[src/artimer_defs.svh]
// Purpose: Offsets, field positions, reset values and timing counts of the reload timer
// Assumes: 32-bit AXI4-Lite register bus, one register per aligned word
// Notes:   Printed offsets are register indices; byte address is four times the index
`ifndef ARTIMER_DEFS_SVH
`define ARTIMER_DEFS_SVH

`define IDX_RELOAD_LOW    8'h92
`define IDX_RELOAD_HIGH   8'h93
`define IDX_COUNT_LOW     8'h94
`define IDX_COUNT_HIGH    8'h95
`define IDX_CONTROL       8'h96
`define IDX_INT_STATUS    8'h97
`define IDX_INT_MASK      8'h98

`define CTL_OVF_BIT       7
`define CTL_RUN_BIT       2
`define CTL_DIV_BIT       1
`define CTL_XCLK_BIT      0
`define CTL_WR_MASK       8'h87
`define CTL_RESET         8'h00
`define BYTE_RESET        8'h00

`define SYSTEM_CLOCK_DIV        12
`define EXTOSC_DIV        8
`define AXI_RESP_OKAY     2'b00
`define AXI_RESP_SLVERR   2'b10

`endif

[src/artimer_pkg.sv]
// Purpose: Types shared by the reload timer
// Assumes: Nothing beyond the defs header
// Notes:   Struct groups the software-visible control bits
package artimer_pkg;

  typedef struct packed {
    logic overflow_flag;
    logic run_control;
    logic system_clock_divide_select;
    logic ext_osc_clock_select;
  } timer_ctl_s;

  typedef enum logic [1:0] {
    RD_IDLE = 2'b00,
    RD_RESP = 2'b01
  } rd_state_e;

  typedef enum logic [1:0] {
    WR_IDLE = 2'b00,
    WR_RESP = 2'b01
  } wr_state_e;

endpackage

[src/autoreload_timer_rtc.sv]
// Purpose: 16-bit auto-reload timer with system or external-oscillator timebase
// Assumes: aclk 10 MHz, synchronous active-low reset, AXI4-Lite slave, ext_osc sync to aclk
// Notes:   ext_osc is a level sampled on aclk; its rising edges are counted
// Functional notes
// - 16-bit up-counter readable and writable as low and high byte registers.
// - External select set: count external oscillator divided by 8, ignore divide select.
// - External select clear: count system clock divided by 12, or undivided if select set.
// - Always auto-reload; reload word is reload high and low bytes.
// - Set overflow flag when counter rolls over from 0xFFFF to the reload word.
// - With interrupt enabled, request interrupt whenever an overflow sets the interrupt status.
// - Overflow flag never cleared by hardware; only software write of zero.
// - Control bits 6 to 3 read zero; writes to them ignored.
// - Count only while run control is one; clearing it stops the timer.
// - No counter mode; never counts external pin transitions.
// - Overflow pulse offered as ADC start trigger and SMBus timing source.
// - Counter may run from oscillator timebase while logic uses system clock.
//
// The implementer's own choice: the AXI4-Lite register port.
`timescale 1ns/1ps
`include "artimer_defs.svh"

module autoreload_timer_rtc #(
  parameter int SYS_DIV = `SYSTEM_CLOCK_DIV,
  parameter int OSC_DIV = `EXTOSC_DIV
) (
  // Clock and reset
  input  wire logic        aclk,
  input  wire logic        aresetn,
  // AXI4-Lite write
  input  wire logic [31:0] s_axi_awaddr,
  input  wire logic        s_axi_awvalid,
  output logic             s_axi_awready,
  input  wire logic [31:0] s_axi_wdata,
  input  wire logic [3:0]  s_axi_wstrb,
  input  wire logic        s_axi_wvalid,
  output logic             s_axi_wready,
  output logic [1:0]       s_axi_bresp,
  output logic             s_axi_bvalid,
  input  wire logic        s_axi_bready,
  // AXI4-Lite read
  input  wire logic [31:0] s_axi_araddr,
  input  wire logic        s_axi_arvalid,
  output logic             s_axi_arready,
  output logic [31:0]      s_axi_rdata,
  output logic [1:0]       s_axi_rresp,
  output logic             s_axi_rvalid,
  input  wire logic        s_axi_rready,
  // Oscillator input
  input  wire logic        ext_osc,
  // Events
  output logic             overflow_trigger,
  output logic             irq
);
  import artimer_pkg::*;

  // Prescalers are 8 bits wide; refuse dividers they cannot hold
  if (SYS_DIV < 2 || SYS_DIV > 255 || OSC_DIV < 1 || OSC_DIV > 255) begin : g_div_range
    $error("autoreload_timer_rtc: divider out of range");
  end

  timer_ctl_s ctl_q;
  logic [15:0] count_q;
  logic [15:0] reload_q;
  logic        int_status_q;
  logic        int_mask_q;
  logic [7:0]  sys_div_q;
  logic [7:0]  osc_div_q;
  logic        osc_s1_q;
  logic        osc_s2_q;
  logic        osc_s3_q;
  logic        tick;
  logic        sys_tick;
  logic        osc_tick;
  logic        overflow;

  // Write channel state
  wr_state_e   wr_state_q;
  logic        aw_held_q;
  logic        w_held_q;
  logic [7:0]  aw_idx_q;
  logic [31:0] w_data_q;
  logic [3:0]  w_strb_q;
  logic        wr_fire;
  logic [7:0]  wr_idx;
  logic [31:0] wr_data;
  logic        wr_lane0;
  logic        wr_hit;

  // Read channel state
  rd_state_e   rd_state_q;

  // Oscillator synchroniser, then edge detect on stage two and three
  always_ff @(posedge aclk) begin
    if (!aresetn) begin
      osc_s1_q <= 1'b0;
      osc_s2_q <= 1'b0;
      osc_s3_q <= 1'b0;
    end else begin
      osc_s1_q <= ext_osc;
      osc_s2_q <= osc_s1_q;
      osc_s3_q <= osc_s2_q;
    end
  end

  // Oscillator prescaler: each rising edge counted once
  always_ff @(posedge aclk) begin
    if (!aresetn) begin
      osc_div_q <= 8'h00;
    end else if (osc_s2_q && !osc_s3_q) begin
      osc_div_q <= (osc_div_q == 8'(OSC_DIV - 1)) ? 8'h00 : osc_div_q + 8'h01;
    end
  end

  // System clock prescaler
  always_ff @(posedge aclk) begin
    if (!aresetn) begin
      sys_div_q <= 8'h00;
    end else begin
      sys_div_q <= (sys_div_q == 8'(SYS_DIV - 1)) ? 8'h00 : sys_div_q + 8'h01;
    end
  end

  assign osc_tick = osc_s2_q && !osc_s3_q && (osc_div_q == 8'(OSC_DIV - 1));
  assign sys_tick = ctl_q.system_clock_divide_select || (sys_div_q == 8'(SYS_DIV - 1));
  // Timebase select; no pin-driven count source exists
  assign tick = ctl_q.run_control && (ctl_q.ext_osc_clock_select ? osc_tick : sys_tick);
  assign overflow = tick && (count_q == 16'hFFFF);

  // Bus write decode
  assign wr_fire  = (wr_state_q == WR_IDLE) && aw_held_q && w_held_q;
  assign wr_idx   = aw_idx_q;
  assign wr_data  = w_data_q;
  assign wr_lane0 = w_strb_q[0];
  assign wr_hit   = (wr_idx >= `IDX_RELOAD_LOW) && (wr_idx <= `IDX_INT_MASK);

  // Counter: software byte writes win over counting
  always_ff @(posedge aclk) begin
    if (!aresetn) begin
      count_q <= {`BYTE_RESET, `BYTE_RESET};
    end else if (wr_fire && wr_lane0 && wr_idx == `IDX_COUNT_LOW) begin
      count_q[7:0] <= wr_data[7:0];
    end else if (wr_fire && wr_lane0 && wr_idx == `IDX_COUNT_HIGH) begin
      count_q[15:8] <= wr_data[7:0];
    end else if (overflow) begin
      count_q <= reload_q;
    end else if (tick) begin
      count_q <= count_q + 16'h0001;
    end
  end

  // Reload bytes
  always_ff @(posedge aclk) begin
    if (!aresetn) begin
      reload_q <= {`BYTE_RESET, `BYTE_RESET};
    end else if (wr_fire && wr_lane0 && wr_idx == `IDX_RELOAD_LOW) begin
      reload_q[7:0] <= wr_data[7:0];
    end else if (wr_fire && wr_lane0 && wr_idx == `IDX_RELOAD_HIGH) begin
      reload_q[15:8] <= wr_data[7:0];
    end
  end

  // Control register; overflow set beats a software clear
  always_ff @(posedge aclk) begin
    if (!aresetn) begin
      ctl_q <= timer_ctl_s'(4'h0);
    end else begin
      if (wr_fire && wr_lane0 && wr_idx == `IDX_CONTROL) begin
        ctl_q.run_control          <= wr_data[`CTL_RUN_BIT];
        ctl_q.system_clock_divide_select <= wr_data[`CTL_DIV_BIT];
        ctl_q.ext_osc_clock_select <= wr_data[`CTL_XCLK_BIT];
        ctl_q.overflow_flag        <= wr_data[`CTL_OVF_BIT] | overflow;
      end else if (overflow) begin
        ctl_q.overflow_flag <= 1'b1;
      end
    end
  end

  // Sticky status, write one to clear; set wins
  always_ff @(posedge aclk) begin
    if (!aresetn) begin
      int_status_q <= 1'b0;
    end else if (overflow) begin
      int_status_q <= 1'b1;
    end else if (wr_fire && wr_lane0 && wr_idx == `IDX_INT_STATUS && wr_data[0]) begin
      int_status_q <= 1'b0;
    end
  end

  always_ff @(posedge aclk) begin
    if (!aresetn) begin
      int_mask_q <= 1'b0;
    end else if (wr_fire && wr_lane0 && wr_idx == `IDX_INT_MASK) begin
      int_mask_q <= wr_data[0];
    end
  end

  // Interrupt follows sticky status while enabled
  always_ff @(posedge aclk) begin
    if (!aresetn) begin
      irq <= 1'b0;
    end else begin
      irq <= int_mask_q && (int_status_q || overflow);
    end
  end

  // One-cycle trigger for converter start and bus timing
  always_ff @(posedge aclk) begin
    if (!aresetn) begin
      overflow_trigger <= 1'b0;
    end else begin
      overflow_trigger <= overflow;
    end
  end

  // Write address and data capture, either order
  always_ff @(posedge aclk) begin
    if (!aresetn) begin
      aw_held_q <= 1'b0;
      w_held_q  <= 1'b0;
      aw_idx_q  <= 8'h00;
      w_data_q  <= 32'h0000_0000;
      w_strb_q  <= 4'h0;
    end else begin
      if (s_axi_awvalid && s_axi_awready) begin
        aw_held_q <= 1'b1;
        aw_idx_q  <= (s_axi_awaddr[1:0] == 2'b00 && s_axi_awaddr[31:10] == 22'h00_0000)
                     ? s_axi_awaddr[9:2] : 8'h00;
      end else if (wr_fire) begin
        aw_held_q <= 1'b0;
      end
      if (s_axi_wvalid && s_axi_wready) begin
        w_held_q <= 1'b1;
        w_data_q <= s_axi_wdata;
        w_strb_q <= s_axi_wstrb;
      end else if (wr_fire) begin
        w_held_q <= 1'b0;
      end
    end
  end

  // Ready outputs registered: high while slot empty and no write response pending
  always_ff @(posedge aclk) begin
    if (!aresetn) begin
      s_axi_awready <= 1'b0;
      s_axi_wready  <= 1'b0;
    end else begin
      s_axi_awready <= !(aw_held_q || (s_axi_awvalid && s_axi_awready)) && (wr_state_q == WR_IDLE);
      s_axi_wready  <= !(w_held_q || (s_axi_wvalid && s_axi_wready)) && (wr_state_q == WR_IDLE);
    end
  end

  // Write response
  always_ff @(posedge aclk) begin
    if (!aresetn) begin
      wr_state_q   <= WR_IDLE;
      s_axi_bvalid <= 1'b0;
      s_axi_bresp  <= `AXI_RESP_OKAY;
    end else begin
      case (wr_state_q)
        WR_IDLE: begin
          if (wr_fire) begin
            wr_state_q   <= WR_RESP;
            s_axi_bvalid <= 1'b1;
            s_axi_bresp  <= wr_hit ? `AXI_RESP_OKAY : `AXI_RESP_SLVERR;
          end
        end
        WR_RESP: begin
          if (s_axi_bready) begin
            wr_state_q   <= WR_IDLE;
            s_axi_bvalid <= 1'b0;
          end
        end
        default: wr_state_q <= WR_IDLE;
      endcase
    end
  end

  // Read path
  always_ff @(posedge aclk) begin
    if (!aresetn) begin
      rd_state_q    <= RD_IDLE;
      s_axi_arready <= 1'b0;
      s_axi_rvalid  <= 1'b0;
      s_axi_rdata   <= 32'h0000_0000;
      s_axi_rresp   <= `AXI_RESP_OKAY;
    end else begin
      case (rd_state_q)
        RD_IDLE: begin
          s_axi_arready <= 1'b1;
          if (s_axi_arvalid && s_axi_arready) begin
            s_axi_arready <= 1'b0;
            s_axi_rvalid  <= 1'b1;
            rd_state_q    <= RD_RESP;
            s_axi_rresp   <= `AXI_RESP_OKAY;
            s_axi_rdata   <= 32'h0000_0000;
            if (s_axi_araddr[1:0] != 2'b00 || s_axi_araddr[31:10] != 22'h00_0000) begin
              s_axi_rresp <= `AXI_RESP_SLVERR;
            end else begin
              case (s_axi_araddr[9:2])
                `IDX_RELOAD_LOW:  s_axi_rdata[7:0] <= reload_q[7:0];
                `IDX_RELOAD_HIGH: s_axi_rdata[7:0] <= reload_q[15:8];
                `IDX_COUNT_LOW:   s_axi_rdata[7:0] <= count_q[7:0];
                `IDX_COUNT_HIGH:  s_axi_rdata[7:0] <= count_q[15:8];
                `IDX_CONTROL: begin
                  s_axi_rdata[`CTL_OVF_BIT]  <= ctl_q.overflow_flag;
                  s_axi_rdata[`CTL_RUN_BIT]  <= ctl_q.run_control;
                  s_axi_rdata[`CTL_DIV_BIT]  <= ctl_q.system_clock_divide_select;
                  s_axi_rdata[`CTL_XCLK_BIT] <= ctl_q.ext_osc_clock_select;
                end
                `IDX_INT_STATUS:  s_axi_rdata[0] <= int_status_q;
                `IDX_INT_MASK:    s_axi_rdata[0] <= int_mask_q;
                default:          s_axi_rresp <= `AXI_RESP_SLVERR;
              endcase
            end
          end
        end
        RD_RESP: begin
          if (s_axi_rready) begin
            s_axi_rvalid <= 1'b0;
            rd_state_q   <= RD_IDLE;
          end
        end
        default: rd_state_q <= RD_IDLE;
      endcase
    end
  end

  // Checks
  ovf_reload_a: assert property (@(posedge aclk) disable iff (!aresetn)
    overflow && !(wr_fire && wr_idx inside {`IDX_COUNT_LOW, `IDX_COUNT_HIGH}) |=> count_q == $past(reload_q))
    else $error("counter did not take reload value on overflow");
  ovf_flag_a: assert property (@(posedge aclk) disable iff (!aresetn)
    overflow |=> ctl_q.overflow_flag && overflow_trigger)
    else $error("overflow flag or trigger missing");
  flag_sticky_a: assert property (@(posedge aclk) disable iff (!aresetn)
    ctl_q.overflow_flag && !(wr_fire && wr_idx == `IDX_CONTROL) |=> ctl_q.overflow_flag)
    else $error("overflow flag cleared by hardware");
  stop_hold_a: assert property (@(posedge aclk) disable iff (!aresetn)
    !ctl_q.run_control && !wr_fire |=> count_q == $past(count_q))
    else $error("counter moved while stopped");
  fast_count_a: assert property (@(posedge aclk) disable iff (!aresetn)
    ctl_q.run_control && ctl_q.system_clock_divide_select && !ctl_q.ext_osc_clock_select
    && count_q != 16'hFFFF && !wr_fire |=> count_q == $past(count_q) + 16'h0001)
    else $error("undivided count step wrong");
  osc_only_a: assert property (@(posedge aclk) disable iff (!aresetn)
    ctl_q.ext_osc_clock_select && !(osc_s2_q && !osc_s3_q) && !wr_fire |=> count_q == $past(count_q))
    else $error("counted without oscillator edge");
  irq_follow_a: assert property (@(posedge aclk) disable iff (!aresetn)
    int_mask_q && overflow |=> irq)
    else $error("interrupt not raised on overflow");
  slow_gap_a: assert property (@(posedge aclk) disable iff (!aresetn)
    tick && !ctl_q.system_clock_divide_select && !ctl_q.ext_osc_clock_select && !wr_fire |=> !tick)
    else $error("divided timebase ticked twice in a row");
  trig_pulse_a: assert property (@(posedge aclk) disable iff (!aresetn)
    overflow_trigger |-> $past(overflow))
    else $error("trigger without overflow");
  osc_once_a: assert property (@(posedge aclk) disable iff (!aresetn)
    osc_tick |=> !osc_tick)
    else $error("oscillator event duplicated");

endmodule

[config.mk]
export PLATFORM = sky130hd
export DESIGN_NAME = autoreload_timer_rtc
export DESIGN_NICKNAME = d
export VERILOG_FILES = /design/src/artimer_pkg.sv /design/src/autoreload_timer_rtc.sv
export VERILOG_INCLUDE_DIRS = /design/src
export SDC_FILE = /design/constraint.sdc
export NUM_CORES = 1
export LEC_CHECK = 0
export BUFFER_PORTS_ARGS = -buffer_cell sky130_fd_sc_hd__buf_4
export CAP_MARGIN = 30
export CORE_UTILIZATION = 35
export DETAILED_ROUTE_END_ITERATION = 12
export GPL_TIMING_DRIVEN = 0
export PLACE_DENSITY_LB_ADDON = 0.25
export SETUP_SLACK_MARGIN = 0.02
export SYNTH_ARGS = -nofsm -noshare
export SYNTH_HDL_FRONTEND = slang
export SYNTH_SLANG_ARGS = --single-unit
[constraint.sdc]
create_clock -name aclk -period 2.4 [get_ports aclk]
set_input_delay 0.36 -clock aclk [delete_from_list [all_inputs] [get_ports aclk]]
set_output_delay 0.36 -clock aclk [all_outputs]
set_load 0.01 [all_outputs]
==> out/qor.csv <==
metric,value,unit
status,finished clean,
Post-Syn Area per Cell,8.808,um^2
initial antenna violation count,0,
RSZ-0062 raised after global routing,yes,
std cell rows,42,
complex-gate fraction of the synthesized area,15.33,%
Clock Tree Buf Depth,2,
Synth Register Bits,93,
clk root buf,clkbuf_16,
Post-Route WL,13500,um
Routed WL per cell,15.47,um
Critical Path Slowest Stage Cell,a221oi_4,
# diodes,0,
period utilization,95.37,%
Final #Nets,803,
hold path endpoint,osc_s1_q,
Tightest Pin Transition,0.7152,ns
DRC viols,0,
hold crit path type,input pin to register,
DP HPWL,10410,um
max-slew violation count,0,
Final Hold Viols,0,
crit path time final,2.289,ns
Critical Path RT,2.64,ns
DRT antenna net count,0,
Starting Density,36.41,%
largest net degree at the start of global routing,19,
Reg2Reg Setup Slack,0.11,ns
Yosys top cell by area,dfxtp_1,
clk slew on worst S/H paths,0.07,ns
first-pass GRT wire length,21690,um
setup TNS,0,ns
final setup fails,0,
max cap viols,0,
"EDFF count, synth",0,
Hold Path Depth,2,
number of buffers created by CTS,9,
Top Ports,151,
vias in the first global route,4311,
FF-to-FF Start,osc_div_q[0],
Sequential Area,1867,um^2
worst-skew pair later-pin latency,0.35,ns
mapped cell area,4880,um^2
DR vias,4517,
critical path type,register to register,
Synth top cells by count,"dfxtp_1 (93), nand2_1 (62), mux2i_1 (38)",
TritonCTS clock tree,built,
crit-path cells,"ha_1, and4b_1, nand3_1, a221oi_4, nand2_4, or3_1, a32o_1",
top cell type's share of synthesized area,38.15,%
"Largest stage delay, worst path",0.44,ns
drt initial violations,204,
capturing element type of the critical path,register,
Die W,120.1,um
ys flop type,dfxtp_1,
Leak,2.522,nW
clk_skew,0.005459,ns
hold wc startpoint,ext_osc,
area of the multi-input gates,2803,um^2
GRT Total Usage,19.52,%
most frequent cell after synthesis,dfxtp_1,
Core Region,13400,um^2
sequential fraction of the synthesis area,38.15,%
Reg2Reg Capture Point,count_q[15],
die area,14420,um^2
routability cong.,0.9357,
reg2reg path depth,7,
FMAX,436.9,MHz
"Cell Count, Final, Fillers Out",873,
final-layout fill cell count,1308,
Post-Syn Instances,554,
most area-consuming cells after synthesis,"dfxtp_1 (38%), mux2i_1 (7.8%), nand2_1 (4.8%), nor2b_1 (4.2%), buf_4 (4.2%)",
Synth Area in Adders,0.7692,%
I/O Buffers,96,
yosys warns,0,
Layout area overhead,29.62,%
ys async rst share,0,%
layout cell share with drive strength beyond 1,25.97,%
clock sink total,93,
P per Cell Area,536.2,nW/um^2
worst path bufs/invs,0,
Die H,120.1,um
critical-path maximum fanout,8,
VDD IR max,0.0004396,V
Placed Instances,851,
Rel. slew slack,51.93,%
largest family of logic cells by synthesized area,simple AND/OR/NAND/NOR gates,
H-tree Lvls,3,
xor/xnor share of the synthesized area,4.308,%
mux contribution to synthesized area,8.026,%
synth unique cells,68,
WP depth,7,
CTS Hold Bufs,0,
DR vias/cell,5.174,
drt pass-1 iters,5,
simple-gate share of the synthesized area,26.13,%
GRT overflow,0,
crit start category,register,
CP top delay family,simple AND/OR/NAND/NOR gates,
Worst Path Arrival,2.53,ns
[flip-flops by register name (all words and copies together), names as in the netlist, 4 cells and up]
register and cells:
aw_idx_q 8, count_q 16, ctl_q 4, osc_div_q 8, reload_q 16, s_axi_rdata 8, sys_div_q 8, w_data_q 8
[placed cells by master, fill, tap and decap left out, types with 8 or more instances in the layout]
master and count:
buf_4 130, dfxtp_1 91, nand2_1 62, mux2i_1 38
nor2b_1 33, o21ai_0 28, conb_1 26, nor2_1 25
nand3_1 22, a21boi_0 15, clkbuf_1 14, xnor2_1 14
a21oi_1 13, and2_1 12, nor4_1 11, xor2_1 10
clkbuf_16 9, inv_1 8, nand4_1 8, a22oi_1 8
[cell type report]
| type | count | share of cell area (%) |
|---|---|---|
| Inverter | 8 | 0.4748 |
| Buffer | 51 | 5.045 |
| Tap cell | 176 | 3.482 |
| Timing Repair Buffer | 103 | 12.23 |
| Clock inverter | 7 | 1.385 |
| Multi-Input combinational cell | 426 | 44.31 |
| Sequential cell | 93 | 29.52 |
| Clock buffer | 9 | 3.561 |
[worst reg2reg max path: cells and delay by family, from the launching register on]
family          cells  cell delay, ns
simple gates        4            0.95
flops               1            0.38
compound gates      2            0.68
fa+ha+maj           1            0.18
[cells by family after synthesis]
family | Yosys count
AND/OR/NAND/NOR | 226
other | 1
buffers and inverters | 60
XOR/XNOR | 24
flip-flops | 93
adder cells (fa/ha/maj) | 3
AO/OA/AOI/OAI | 108
multiplexers | 39
[worst max path at each step]
| stage | slack, ns | startpoint | to |
|---|---|---|---|
| after floorplan | 0.23 | count_q[0] | count_q[15] |
| after global placement | -0.34 | count_q[0] | count_q[14] |
| after detailed placement | -0.39 | count_q[0] | count_q[14] |
| after CTS | 0.03 | count_q[0] | count_q[15] |
| after global routing | 0.01 | osc_div_q[0] | count_q[11] |
| final | 0.11 | osc_div_q[0] | count_q[15] |
[per-stage QoR]
step	setup slack (ns)	util [%]	power (mW)	hold WS, ns	cell area (um^2)
final	0.1111	47.20	3.391	0.2163	6325
after global routing	0.01034	47.20	3.546	0.2197	6325
after CTS	0.02798	46.62	3.434	0.2034	6247
after detailed placement	-0.3881	44.14	1.932	0.4331	5914
after global placement	-0.3381	44.14	1.926	0.4174	5914
after floorplan	0.2310	-	1.776	0.4095	4974
[metal layers]
metal	routed length, um	vias up	global-route usage (%)
li1	-	2211	-
met1	6019	2097	24.75
met2	6134	193	31.65
met3	1095	16	4.420
met4	253	0	8.281
met5	0	-	0
[report_power, final]
group	internal (mW)	switching, mW
Combinational	0.170	0.133
Clock	0.835	0.661
Sequential	1.57	0.0247
Total	2.57	0.820
[what timing repair did]
| item | 4_1_cts | 5_1_grt |
|---|---|---|
| setup buffers | 1 | 6 |
| setup endpoints to repair | 8 | 11 |
| gates cloned | 0 | 0 |
| gates resized for setup | 3 | 10 |
| pin swaps | 1 | 3 |
(Power assumes the default switching activity.)
